[src/rtl/cms_regs.svh]
`ifndef CMS_REGS_SVH
`define CMS_REGS_SVH
// Register byte addresses
`define CMS_A_CTRL    8'h00
`define CMS_A_ACT     8'h04
`define CMS_A_FACTOR  8'h08
`define CMS_A_TMO     8'h0c
`define CMS_A_STATUS  8'h10
`define CMS_A_MEAS    8'h14
// Control fields
`define CMS_CTRL_ONEDIR 0
`define CMS_CTRL_EN     1
// Reset values
`define CMS_ACT_RST   5'h04
`define CMS_FAC_RST   5'h02
`define CMS_TMO_RST   16'h0258
// Limits of the selectable settings
`define CMS_ACT_MIN   5'h01
`define CMS_ACT_MAX   5'h10
`define CMS_FAC_MIN   5'h02
`define CMS_FAC_MAX   5'h10
// Timing: clock rate, tick period and times in ms
`define CMS_CLK_MHZ   200
`define CMS_TICK_US   1000
`define CMS_MS_PER_S  32'h0000_03e8
`define CMS_DROP_MS   5'h1e
`define CMS_BLINK_MS  9'h1f4
`endif

[src/rtl/cms_pkg.sv]
package cms_pkg;
  // Sequencer states
  typedef enum logic [2:0] {
    CMS_IDLE  = 3'b000,
    CMS_FIRST = 3'b001,
    CMS_MUTE  = 3'b010,
    CMS_DROP  = 3'b011,
    CMS_REARM = 3'b100
  } cms_state_e;
  // Software settings
  typedef struct packed {
    logic        one_dir;
    logic        enable;
    logic [4:0]  act_s;
    logic [4:0]  factor;
    logic [15:0] timeout_s;
  } cms_cfg_s;
endpackage

[src/rtl/cms_muting.sv]
`timescale 1ns/100ps
`include "cms_regs.svh"
module cms_muting
  import cms_pkg::*;
#(
  parameter int TICK_CYCLES = `CMS_CLK_MHZ * `CMS_TICK_US
) (
  // Clock and reset
  input  wire logic        pclk,
  input  wire logic        presetn,
  // APB slave
  input  wire logic        psel,
  input  wire logic        penable,
  input  wire logic        pwrite,
  input  wire logic [7:0]  paddr,
  input  wire logic [31:0] pwdata,
  output logic [31:0]      prdata,
  output logic             pready,
  output logic             pslverr,
  // Sensors and scanner
  input  wire logic        mute_a_pin,
  input  wire logic        mute_b_pin,
  input  wire logic        object_detected,
  // Outputs
  output logic [1:0]       safety_switch_output_pair,
  output logic             muting_lamp,
  output logic             muting_active,
  output logic             timeout_fault
);

  // Sensor synchronisers: three stages, accepted when stages two and three agree
  logic [1:0] pin;
  logic [1:0] s1, s2, s3, filt;
  logic [1:0] next_filt;
  assign pin = {mute_b_pin, mute_a_pin};
  genvar g;
  generate
    for (g = 0; g < 2; g++) begin : g_sync
      always_comb begin
        next_filt[g] = (s2[g] == s3[g]) ? s3[g] : filt[g];
      end
    end
  endgenerate
  always_ff @(posedge pclk or negedge presetn) begin
    if (!presetn) begin
      s1   <= 2'h0;
      s2   <= 2'h0;
      s3   <= 2'h0;
      filt <= 2'h0;
    end else begin
      s1   <= pin;
      s2   <= s1;
      s3   <= s2;
      filt <= next_filt;
    end
  end

  logic any_in, both_in;
  assign any_in  = |filt;
  assign both_in = &filt;

  // Millisecond timebase keeps the long counters narrow
  logic [17:0] pre, next_pre;
  logic        tick, next_tick;
  always_comb begin
    next_tick = (pre == 18'(TICK_CYCLES - 1));
    next_pre  = next_tick ? 18'h0 : pre + 18'h1;
  end
  always_ff @(posedge pclk or negedge presetn) begin
    if (!presetn) begin
      pre  <= 18'h0;
      tick <= 1'b0;
    end else begin
      pre  <= next_pre;
      tick <= next_tick;
    end
  end

  // APB register file, one wait state so read data comes from a flop
  cms_cfg_s   cfg, next_cfg;
  cms_state_e state, next_state;
  logic [14:0] act_ms, next_act;
  logic [31:0] next_rdata;
  logic        next_ready, next_err, acc, wr;
  logic [4:0]  wv;
  assign acc = psel && penable && !pready;
  assign wr  = acc && pwrite;
  assign wv  = pwdata[4:0];
  always_comb begin
    next_cfg   = cfg;
    next_rdata = 32'h0;
    next_err   = 1'b0;
    next_ready = acc;
    case (paddr)
      `CMS_A_CTRL: begin
        if (wr) begin
          next_cfg.one_dir = pwdata[`CMS_CTRL_ONEDIR];
          next_cfg.enable  = pwdata[`CMS_CTRL_EN];
        end
        next_rdata[`CMS_CTRL_ONEDIR] = cfg.one_dir;
        next_rdata[`CMS_CTRL_EN]     = cfg.enable;
      end
      `CMS_A_ACT: begin
        // Out of range values are clamped into the legal span
        if (wr) begin
          next_cfg.act_s = (wv < `CMS_ACT_MIN) ? `CMS_ACT_MIN :
                           (wv > `CMS_ACT_MAX) ? `CMS_ACT_MAX : wv;
        end
        next_rdata[4:0] = cfg.act_s;
      end
      `CMS_A_FACTOR: begin
        if (wr) begin
          next_cfg.factor = (wv < `CMS_FAC_MIN) ? `CMS_FAC_MIN :
                            (wv > `CMS_FAC_MAX) ? `CMS_FAC_MAX : wv;
        end
        next_rdata[4:0] = cfg.factor;
      end
      `CMS_A_TMO: begin
        if (wr) begin
          next_cfg.timeout_s = pwdata[15:0];
        end
        next_rdata[15:0] = cfg.timeout_s;
      end
      `CMS_A_STATUS: begin
        next_rdata[2:0] = state;
        next_rdata[3]   = muting_active;
        next_rdata[4]   = timeout_fault;
        next_rdata[6:5] = filt;
        next_rdata[8:7] = safety_switch_output_pair;
      end
      `CMS_A_MEAS: next_rdata[14:0] = act_ms;
      default: next_err = acc;
    endcase
    if (!acc || pwrite) begin
      next_rdata = 32'h0;
    end
  end
  always_ff @(posedge pclk or negedge presetn) begin
    if (!presetn) begin
      cfg     <= '{one_dir: 1'b0, enable: 1'b1, act_s: `CMS_ACT_RST,
                   factor: `CMS_FAC_RST, timeout_s: `CMS_TMO_RST};
      prdata  <= 32'h0;
      pready  <= 1'b0;
      pslverr <= 1'b0;
    end else begin
      cfg     <= next_cfg;
      prdata  <= next_rdata;
      pready  <= next_ready;
      pslverr <= next_err;
    end
  end

  // Limits in ms derived from the live settings
  logic [31:0] act_lim, tmo_lim, fac_lim;
  assign act_lim = 32'(cfg.act_s) * `CMS_MS_PER_S;
  assign tmo_lim = 32'(cfg.timeout_s) * `CMS_MS_PER_S;
  assign fac_lim = 32'(act_ms) * 32'(cfg.factor);

  // Muting sequencer; a single state register means one area at a time
  logic [31:0] mute_ms, next_mute;
  logic [4:0]  drop_ms, next_drop;
  logic        fault, next_fault;
  always_comb begin
    next_state = state;
    next_act   = act_ms;
    next_mute  = mute_ms;
    next_drop  = drop_ms;
    next_fault = fault;
    case (state)
      CMS_IDLE: begin
        if (any_in) begin
          next_act = 15'h0;
          if (!cfg.enable || object_detected) begin
            next_state = CMS_REARM;
          end else if (both_in) begin
            next_mute  = 32'h0;
            next_state = CMS_MUTE;
          end else begin
            next_state = CMS_FIRST;
          end
        end
      end
      CMS_FIRST: begin
        if (tick) begin
          next_act = act_ms + 15'h1;
        end
        if (!any_in) begin
          next_state = CMS_IDLE;
        end else if (object_detected) begin
          next_state = CMS_REARM;
        end else if (32'(act_ms) > act_lim) begin
          next_state = CMS_REARM;
        end else if (both_in) begin
          next_mute  = 32'h0;
          next_state = CMS_MUTE;
        end
      end
      CMS_MUTE: begin
        if (tick) begin
          next_mute = mute_ms + 32'h1;
        end
        if (mute_ms >= tmo_lim) begin
          next_fault = 1'b1;
          next_state = CMS_REARM;
        end else if (cfg.one_dir && mute_ms >= fac_lim) begin
          next_state = CMS_REARM;
        end else if (!cfg.one_dir && !both_in) begin
          next_drop  = 5'h0;
          next_state = CMS_DROP;
        end
      end
      CMS_DROP: begin
        // Timeout is not checked here: the inputs are already leaving
        if (tick) begin
          next_drop = drop_ms + 5'h1;
        end
        if (drop_ms >= `CMS_DROP_MS) begin
          next_state = CMS_REARM;
        end
      end
      CMS_REARM: begin
        if (!any_in) begin
          next_fault = 1'b0;
          next_state = CMS_IDLE;
        end
      end
      default: next_state = CMS_IDLE;
    endcase
  end
  always_ff @(posedge pclk or negedge presetn) begin
    if (!presetn) begin
      state   <= CMS_IDLE;
      act_ms  <= 15'h0;
      mute_ms <= 32'h0;
      drop_ms <= 5'h0;
      fault   <= 1'b0;
    end else begin
      state   <= next_state;
      act_ms  <= next_act;
      mute_ms <= next_mute;
      drop_ms <= next_drop;
      fault   <= next_fault;
    end
  end

  // Outputs follow the next state so they line up with it
  logic       next_muting, next_lamp, blink, next_blink;
  logic [8:0] blink_ms, next_blink_ms;
  logic [1:0] next_pair;
  always_comb begin
    next_muting   = (next_state == CMS_MUTE) || (next_state == CMS_DROP);
    next_blink_ms = blink_ms;
    next_blink    = blink;
    if (!next_muting) begin
      next_blink_ms = 9'h0;
      next_blink    = 1'b1;
    end else if (tick) begin
      if (blink_ms >= `CMS_BLINK_MS - 9'h1) begin
        next_blink_ms = 9'h0;
        next_blink    = !blink;
      end else begin
        next_blink_ms = blink_ms + 9'h1;
      end
    end
    next_lamp = next_muting && next_blink;
    // Muting overrides detection; a timeout fault always drops the pair
    next_pair = {2{(next_muting || !object_detected) && !next_fault}};
  end
  always_ff @(posedge pclk or negedge presetn) begin
    if (!presetn) begin
      blink_ms                  <= 9'h0;
      blink                     <= 1'b1;
      muting_active             <= 1'b0;
      muting_lamp               <= 1'b0;
      timeout_fault             <= 1'b0;
      safety_switch_output_pair <= 2'h0;
    end else begin
      blink_ms                  <= next_blink_ms;
      blink                     <= next_blink;
      muting_active             <= next_muting;
      muting_lamp               <= next_lamp;
      timeout_fault             <= next_fault;
      safety_switch_output_pair <= next_pair;
    end
  end
endmodule

[config.mk]
export PLATFORM = sky130hd
export DESIGN_NAME = cms_muting
export DESIGN_NICKNAME = d
export VERILOG_FILES = /design/src/rtl/cms_pkg.sv /design/src/rtl/cms_muting.sv
export VERILOG_INCLUDE_DIRS = /design/src /design/src/rtl
export SDC_FILE = /design/constraint.sdc
export NUM_CORES = 1
export LEC_CHECK = 0
export BUFFER_PORTS_ARGS = -buffer_cell sky130_fd_sc_hd__buf_2
export CORE_ASPECT_RATIO = 0.5
export CORE_MARGIN = 5
export CORE_UTILIZATION = 52
export DETAILED_ROUTE_END_ITERATION = 6
export GPL_TIMING_DRIVEN = 0
export PLACE_DENSITY = 0.73
export SLEW_MARGIN = 20
export SYNTH_ARGS = -nofsm -noshare
export SYNTH_HDL_FRONTEND = slang
export SYNTH_SLANG_ARGS = --single-unit
[constraint.sdc]
create_clock -name pclk -period 8.9 [get_ports pclk]
set_input_delay 0.445 -clock pclk [delete_from_list [all_inputs] [get_ports pclk]]
set_output_delay 0.445 -clock pclk [all_outputs]
set_load 0.01 [all_outputs]
-- After elaboration in Yosys (flattened, before gate mapping)
Index checks and enable logic that the tools add are counted.
- bits in registers: 158
- output and inout bits: 39
- $mul: 3
- multiplexer cells: 49
- reduce and logical (&&, ||, !) cells: 34
- order comparisons: 8
- eq/ne operators: 26
- add/subtract/negate cells: 5
- operators with widths (operator ; count):
    2-to-1 mux 32 bit ; 7
    case mux 32 bit (3 select lines) ; 1
    2-to-1 mux 5 bit ; 7
    2-to-1 mux 3 bit ; 11
    adder 32 x 1 -> 32 bit, second input constant ; 1
    >= comparator 32 x 20 -> 1 bit ; 1
    >= comparator 32 x 26 -> 1 bit ; 1
    2-to-1 mux 15 bit ; 2
    case mux 15 bit (2 select lines) ; 1
    case mux 3 bit (5 select lines) ; 2
    2-to-1 mux 9 bit ; 3
    != test 2 bit, second input constant ; 12
    multiplier 16 x 7 -> 23 bit, second input constant ; 1
    multiplier 15 x 5 -> 20 bit ; 1
    adder 18 x 1 -> 18 bit, second input constant ; 1
    equality test 18 bit, second input constant ; 1
    2-to-1 mux 18 bit ; 1
    equality test 8 x 4 -> 1 bit, second input constant ; 2
    equality test 8 x 5 -> 1 bit, second input constant ; 2
    2-to-1 mux 16 bit ; 1
    adder 15 x 1 -> 15 bit, second input constant ; 1
    greater-than comparator 15 bit ; 1
    equality test 3 x 2 -> 1 bit, second input constant ; 4
    multiplier 5 x 7 -> 12 bit, second input constant ; 1
    other kinds (31) ; 59

-- Logic depth before layout (Yosys ltp)
Gate-level depths: netlist (run 1).
- depth in word-level cells: 11
- mapped depth: 27
- mapped depth without buffers: 24

-- Worst setup path after synthesis (run 1)
No wires, ideal clock.
- kind: flip-flop to flip-flop
- from: register cfg[3] (netlist bit)
- to: register blink_ms[2]
- library setup time: 0.078 ns
- arrival time: 6.352 ns
- required time: 8.822 ns
- clock period less this slack: 6.429 ns
- buffers on the path: 2
- stages on the path, launching flop included: 26
- setup slack: 2.471 ns
- cell sequence: dfstp_2 inv_1 fa_1 fa_1 fa_1 fa_1 inv_1 ha_1 or2_2 o31a_1 nand3_1 nand3_1 or4_1 a311oi_1 a21oi_1 xnor2_1 ha_1 nor4_2 o21ai_1 a2111oi_2 a2bb2oi_2 o21ai_2 or3b_1 buf_2 buf_6 a21oi_1
- word-level cells in the longest chain between the ends: 7
- RTL lines (item ; RTL line ; source):
    from (decl) ; cms_muting.sv:80 ; cms_cfg_s cfg, next_cfg;
    from (signal assigned) ; cms_muting.sv:140 ; cfg <= '{one_dir: 1'b0, enable: 1'b1, act_s: `CMS_ACT_RST,
    from (signal assigned) ; cms_muting.sv:146 ; cfg <= next_cfg;
    multiplier 16 x 7 -> 23 bit (no line) (*) ; n/a ;
    >= comparator 32 x 26 -> 1 bit (*) ; cms_muting.sv:202 ; if (mute_ms >= tmo_lim) begin
    2-to-1 mux 3 bit (*) ; cms_muting.sv:202 ;
    case mux 3 bit (5 select lines) (*) ; cms_muting.sv:169 ; case (state)
    equality test 3 x 2 -> 1 bit ; cms_muting.sv:251 ; next_muting = (next_state == CMS_MUTE) || (next_state == CMS_DROP);
    logical OR 1 bit (*) ; cms_muting.sv:251 ;
    != test 2 bit (no line) / 2-to-1 mux 9 bit (equally long branches) ; n/a ;
    to (signal assigned) ; cms_muting.sv:278 ; blink_ms <= next_blink_ms;
    to (decl) ; cms_muting.sv:248 ; logic [8:0] blink_ms, next_blink_ms;
Every way passes the cells marked *; elsewhere a longest branch is shown, timed or not.
A chain may end at the register's enable or synchronous reset.

-- Worst setup path after layout (run 1)
- from: register cfg[3] (netlist bit)
- to: register muting_lamp
- word-level cells in the longest chain between the ends: 8
- RTL lines (item ; RTL line ; source):
    multiplier 16 x 7 -> 23 bit (no line) (*) ; n/a ;
    >= comparator 32 x 26 -> 1 bit (*) ; cms_muting.sv:202 ;
    2-to-1 mux 3 bit (*) ; cms_muting.sv:202 ;
    case mux 3 bit (5 select lines) (*) ; cms_muting.sv:169 ;
    equality test 3 x 2 -> 1 bit ; cms_muting.sv:251 ;
    logical OR 1 bit (*) ; cms_muting.sv:251 ;
    2-to-1 mux 1 bit ; cms_muting.sv:254 ; if (!next_muting) begin
    logical AND 1 bit (*) ; cms_muting.sv:265 ; next_lamp = next_muting && next_blink;
    net next_lamp ; cms_muting.sv:247 ; logic next_muting, next_lamp, blink, next_blink;
    to (signal assigned) ; cms_muting.sv:281 ; muting_lamp <= next_lamp;
    to (decl) ; cms_muting.sv:26 ; output logic muting_lamp,
Mark *: on every way through the listed nets, which the timed path passes. The rest lies on a longest branch.

==> impl_results.md, run 1 <==
- CTS tree: done
- CTS resizes: 0
- GRT overflow: 0
- Pin count of the biggest net entering global routing: 100
- Critical Path Start Type: flop
- WHS Path Cells: 1
- Maxcap violations: 0
- All-Layer GR Usage: 22.31%
- Status: finished, final reports clean
- Final #Nets: 1,903
- WP data arrival: 7.60 ns
- WL/cell: 16.86 um
- Synth Area in Compound Gates: 12.06%
- Worst vdd ir: 0.1086 mV
- Min Tclk post-route: 7.252 ns
- Vias: 11,130
- Synth Instances: 1,500
- Finish-stage setup viols: 0
- Crit path max fanout: 10
- Antenna-violating nets left: 0
- Inst Count DP: 1,920
- Max frequency: 0.1379 GHz
- Post-synthesis cell area: 0.01384 mm2
- Synth async-reset ratio: 100.0%
- Worst-path clk slew: 0.06 ns
- Initial antenna violation count: 1
- CP endpoint: muting_lamp
- Reg power frac: 42.7%
- Xor/xnor share of the synthesized area: 4.556%
- Flop2flop setup slack: 1.65 ns
- Drt drc: 0
- Clock Latency Late Sink: 0.44 ns
- RSZ-0062 raised after global routing: false
- Logic pwr share: 12.3%
- Mux contribution to synthesized area: 2.567%
- Most frequent cells in the layout: inv_1, ha_1, dfrtp_1, nand2_1, fa_1
- Setup WS post-layout: 1.648 ns
- Setup TNS: 0 ns
- Htree depth: 4
- TritonCTS Buffers: 17
- Syn Area/Cell: 9.227 um2
- Die height: 125.4 um
- Vias/cell: 5.697
- Fill cells: 2,258
- Setup WS pre-CTS: 1.619 ns
- Fin cells: 1,954
- Die area: 0.03018 mm2
- Sw Share: 28.66%
- Slew Limit Fails: 0
- Final instance area: 0.01521 mm2
- Worst Tran Pin Value: 1.058 ns
- Layout Skew: 0.01348 ns
- CTS max path bufs: 2
- # rows: 42
- Cell Int Power: 1.102 mW
- Relative slew slack: 29.30%
- Synth Flop Type: dfrtp_1
- R2R depth: 25
- Layout overhead on the synthesized area: 9.908%
- Post-synth EDFFs: 0
- Worst hold path class: input pin to flop
- Placed cell areas: 0.01464 mm2
- CP endpoint kind: flop
- Worst R2R End: muting_lamp
- Post-synthesis sequential area ratio: 25.75%
- Setup crit start: cfg[3]
- Routability Congestion: 0.9518
- Leading cell type in the layout, fill and taps excluded: inv_1
- Cell variety after synth: 72
- #FFs+latches synth: 142
- Die Wd: 240.7 um
- Drt pass-1 iters: 7
- CTS Sinks: 142
- Vias in the first global route: 11,460
- Crit path kind: flop to flop
- PD cells: 101.5 mW/mm2
- Clock share of power: 45.1%
- CORE AREA: 0.02633 mm2
- First-pass GRT wire length: 55,040 um
- Largest family of logic cells by synthesized area: adder cells
- NetSw: 0.4425 mW
- Hpwl dp: 26,280 um
- Drt initial violations: 776
- R2r startpoint: cfg[3]
- Fin. Hold Viols: 0
- Synth Area in Simple Gates: 17.62%
- Layout cells sized above 1: 9.931%
- Synth Warn #: 0
- HP Start: mute_a_pin
- Critical Path RT: 9.25 ns
- Initial Util: 52.57%
- Final WL: 32,950 um
- # port buffers: 52
- Post-route clock period utilization: 81.48%
- Leakage power: 7.349 nW
- Clk root buf: clkbuf_16
- Num ports: 87
- Post-Synth Adder-Cell Area: 29.87%
## state kept, by name, summed over array words and instances, names as in the netlist, 2 cells and up
| signal | cells |
|---|---|
| prdata | 16 |
| blink_ms | 9 |
| s2 | 2 |
| drop_ms | 5 |
| act_ms | 15 |
| s3 | 2 |
| s1 | 2 |
| pre | 18 |
| mute_ms | 32 |
| state | 3 |
| cfg | 28 |
| filt | 2 |
## per-stage QoR
step           util (%)  power, mW  hold WS (ns)
6_report          57.78      1.544        0.1198
5_1_grt           57.78      1.611        0.1067
4_1_cts           57.77      1.554        0.1026
3_5_place_dp      55.59     0.8595        0.3347
3_3_place_gp      55.45     0.8502        0.3343
2_1_floorplan         -     0.7980        0.1494
## power by group through the flow
stage | combinational [mW] | sequential, mW | clock, mW
after floorplan | 0.130 | 0.668 | 0
after global routing | 0.218 | 0.659 | 0.734
final | 0.189 | 0.659 | 0.696
after CTS | 0.190 | 0.659 | 0.705
after global placement | 0.180 | 0.670 | 0
after detailed placement | 0.189 | 0.671 | 0
## routing by layer
metal	wire length (um)	part of all wire (%)	vias up	global-route usage (%)
li1	-	-	5282	-
met1	14350	44	5489	28.78
met2	16300	49	306	38.43
met3	1640	5.0	54	3.982
met4	655	2.0	0	6.933
met5	0	0	-	0
## cell type report
cell class | instances | area, um2 | area share [%]
Multi-Input combinational cell | 1115 | 9288 | 61.05
Sequential cell | 142 | 3563 | 23.42
Inverter | 191 | 716.9 | 4.713
Tap cell | 352 | 440.4 | 2.895
Clock buffer | 18 | 439.2 | 2.887
Buffer | 67 | 329.1 | 2.163
Timing Repair Buffer | 54 | 307.8 | 2.023
Clock inverter | 14 | 125.1 | 0.8225
Antenna cell | 1 | 2.502 | 0.01645
## kinds of logic (layout without fill, tap and decap cells)
logic type               after synthesis  count (layout)
AO/OA/AOI/OAI                        267             267
XOR/XNOR                              72              72
adder cells (fa/ha/maj)              269             269
buffers and inverters                258             344
flip-flops                           142             142
multiplexers                          32              32
other                                  1              17
AND/OR/NAND/NOR                      459             459
## repair_timing
action                                 in CTS  in global routing
hold buffers                                1                  0
endpoints found under the hold margin      42                  0
setup buffers                               0                  0
## worst min-delay path by stage
stage	end	slack, ns
after floorplan	act_ms[0]	0.15
after global placement	s2[1]	0.33
after detailed placement	s2[0]	0.33
after CTS	s1[0]	0.10
after global routing	s1[0]	0.11
final	s1[0]	0.12
## synthesized netlist by cell type (all sizes together), types with 5 or more instances
master | count | area [um2]
and3 | 21 | 136.4
nor2b | 16 | 100.1
a21oi | 84 | 420.4
o21ai | 71 | 359.1
a21o | 20 | 150.1
dfstp | 8 | 210.2
dfrtp | 134 | 3353
nor4 | 9 | 62.56
o21a | 6 | 45.04
nand3 | 33 | 165.2
a22oi | 10 | 75.07
o211ai | 7 | 52.55
nand3b | 6 | 45.04
xor2 | 40 | 350.3
and2 | 64 | 400.4
nand4 | 28 | 181.4
a31oi | 10 | 62.56
nor3b | 6 | 45.04
or2 | 5 | 31.28
or4 | 17 | 127.6
nor3 | 20 | 105.1
and4 | 6 | 55.05
nor2 | 76 | 285.3
o31ai | 17 | 127.6
ha | 164 | 2052
xnor2 | 32 | 280.3
nand2 | 110 | 412.9
buf | 22 | 160.1
o21bai | 5 | 37.54
nand2b | 15 | 93.84
mux2 | 28 | 315.3
or3 | 19 | 118.9
a222oi | 5 | 50.05
inv | 191 | 716.9
clkbuf | 45 | 168.9
fa | 103 | 2062
## critical path, cell delays in order, from the launching register on
cell	delay [ns]
dfstp_2	0.60
inv_1	0.13
fa_1	0.57
fa_1	0.45
fa_1	0.50
fa_1	0.52
inv_1	0.04
ha_1	0.32
or2_2	0.31
o31a_1	0.12
nand3_1	0.10
nand3_1	0.13
or4_1	0.47
a311oi_1	0.39
a21oi_1	0.15
xnor2_1	0.17
ha_1	0.19
nor4_2	0.27
o21ai_1	0.13
a2111oi_2	0.39
a2bb2oi_2	0.20
o21ai_2	0.16
or3b_1	0.38
buf_2	0.17
buf_6	0.15
a21oi_1	0.16
Note: power is estimated with default switching activity, not from simulation.
==> inputs of run 2 (changes only) <==
==> constraint.sdc (replaced) <==
create_clock -name pclk -period 7.2 [get_ports pclk]
set_input_delay 0.36 -clock pclk [delete_from_list [all_inputs] [get_ports pclk]]
set_output_delay 0.36 -clock pclk [all_outputs]
set_load 0.01 [all_outputs]
==> run 2 against run 1 <==
Compared with the run above:
- flip-flop and latch count stayed put
- clock skew up 0.0011 ns
- sequential share of layout area decreased by 0.12 points
- critical path type unchanged
- critical endpoint unchanged
- register-to-register slack lost 1.3 ns
- worst setup slack worse by 1.3 ns
- the flow now finishes with violations (DRC)
- global-route usage barely moved
- wire length is 0.62% higher
==> impl_results.md, run 2 (same netlist as run 1, synthesis figures left out) <==
- Leakage power: 7.386 nW
- Worst Tran Pin Value: 0.9959 ns
- Max incr delay on CP: 0.59 ns
- NetSw: 0.5497 mW
- Initial antenna violation count: 1
- Fin. Hold Viols: 0
- Clock share of power: 44.8%
- Worst-path clk slew: 0.06 ns
- Most flops, register: mute_ms
- Drt drc: 29
- Post-layout util: 58.12%
- Drt initial violations: 772
- Routability Congestion: 0.9518
- Final #Nets: 1,909
- CP endpoint kind: flop
- Buffers and inverters on the worst path: 5
- Status: finished, violations left
- Logic pwr share: 12.8%
- Final instance area: 0.01530 mm2
- Setup WS post-layout: 0.3148 ns
- Critical Path Start Type: flop
- First-pass GRT wire length: 55,080 um
- GRT overflow: 0
- Worst vdd ir: 0.1342 mV
- Slew Limit Fails: 0
- Clock Latency Late Sink: 0.44 ns
- Antenna-violating nets left: 0
- Area of the multi-input gates: 0.009330 mm2
- Most Frequent Cell on Critical Path: fa_1
- Setup WS pre-CTS: -0.08126 ns
- TritonCTS Buffers: 17
- Vias/cell: 5.681
- Tot Pwr: 1.919 mW
- Num ports: 87
- Maxcap violations: 0
- Most frequent cells in the layout: inv_1, ha_1, dfrtp_1, nand2_1, fa_1
- Post-route clock period utilization: 95.63%
- Initial Util: 52.57%
- Sequential Area: 0.003566 mm2
- CTS max path bufs: 2
- Hpwl dp: 26,280 um
- CTS tree: done
- Violated checks: DRC
- Die height: 125.4 um
- Layout overhead on the synthesized area: 10.56%
- Clk root buf: clkbuf_16
- Layout Skew: 0.01457 ns
- Min Tclk post-route: 6.885 ns
- Sw Share: 28.64%
- Layout cells sized above 1: 10.95%
- WL/cell: 16.91 um
- Die Wd: 240.7 um
- # rows: 42
- Htree depth: 4
- Fill cells: 2,256
- Pin count of the biggest net entering global routing: 100
- Finish-stage setup viols: 0
- CTS Sinks: 142
- Worst hold path class: input pin to flop
- # port buffers: 52
- Vias in the first global route: 11,480
- Critical Path RT: 7.56 ns
- Crit path max fanout: 10
- Drt pass-1 iters: 7
- Max frequency: 0.1452 GHz
- Setup TNS: 0 ns
- Placed cell areas: 0.01464 mm2
- All-Layer GR Usage: 22.32%
- PD cells: 125.4 mW/mm2
- Top Registers: mute_ms: 32 flops, cfg: 28 flops, pre: 18 flops
- CP max stage cell: dfstp_2
- CP top delay family: adder cells
- Crit path kind: flop to flop
- CORE AREA: 0.02633 mm2
- Relative slew slack: 33.46%
- Leading cell type in the layout, fill and taps excluded: inv_1
- Reg power frac: 42.4%
- Max reg flops: 32
- WP data arrival: 7.25 ns
- Vias: 11,140
- Die area: 0.03018 mm2
- Final WL: 33,150 um
- Cell Int Power: 1.369 mW
==> run 2: power by group through the flow <==
stage               registers, mW  clock network (mW)  logic (mW)
finish                      0.814               0.860       0.245
global route                0.814               0.907       0.283
CTS                         0.814               0.871       0.235
detailed placement          0.829                   0       0.233
global placement            0.829                   0       0.222
floorplan                   0.826                   0       0.161
==> run 2: repair_timing <==
item,CTS,global route
endpoints found under the setup margin,1,21
hold buffers,1,0
gates resized for setup,2,11
setup buffers,1,5
gates cloned,0,0
pin swaps,1,7
endpoints found under the hold margin,42,0
==> run 2: metrics by stage <==
step	instances	hold slack [ns]
after floorplan	1515	0.06441
after global placement	1919	0.3343
after detailed placement	1920	0.2804
after CTS	1954	0.01758
after global routing	1960	0.02167
final	1960	0.03431
==> run 2: path summary, 6_finish.rpt <==
| path | from | endpoint | slack [ns] | cells after the start |
|---|---|---|---|---|
| worst min register to register | s1[0] | s2[0] | 0.35 | 0 |
| worst min-delay path | mute_a_pin | s1[0] | 0.03 | 1 |
| worst max-delay path | cfg[4] | muting_lamp | 0.31 | 26 |
| max in group asynchronous | presetn | cfg[2] | 6.00 | 3 |
| worst max register to register | cfg[4] | muting_lamp | 0.31 | 26 |
| min in group asynchronous | presetn | blink_ms[5] | 0.39 | 2 |
==> run 2: final cells by class <==
class | instances | area share [%]
tap | 352 | 2.878
multi-input combinational | 1115 | 60.97
inverter | 191 | 4.685
sequential | 142 | 23.30
clock inverter | 14 | 0.8177
clock buffer | 18 | 2.870
buffer | 67 | 2.150
antenna | 1 | 0.01635
timing repair buffer | 60 | 2.306
==> run 2: routing by layer <==
layer	up-vias	share of wire, %	global-route usage [%]
li1	5281	-	-
met1	5521	44	28.76
met2	290	49	38.48
met3	43	5.1	3.982
met4	0	1.8	6.933
met5	-	0	0
==> run 2: worst register-to-register path, stage by stage, from the launching register on <==
cell	delay, ns
dfstp_2	0.59
inv_2	0.09
fa_1	0.54
fa_1	0.44
fa_1	0.52
fa_1	0.52
inv_1	0.04
ha_1	0.32
or2_2	0.33
o31a_1	0.12
nand3_1	0.12
nand3_2	0.10
or4_4	0.44
a311oi_2	0.25
buf_4	0.16
xor2_1	0.15
ha_1	0.27
nand2_1	0.08
or3_1	0.14
o21ai_1	0.07
a2111oi_2	0.26
a2bb2oi_2	0.25
o21ai_4	0.13
or3b_1	0.39
buf_2	0.18
buf_6	0.15
a21oi_2	0.13
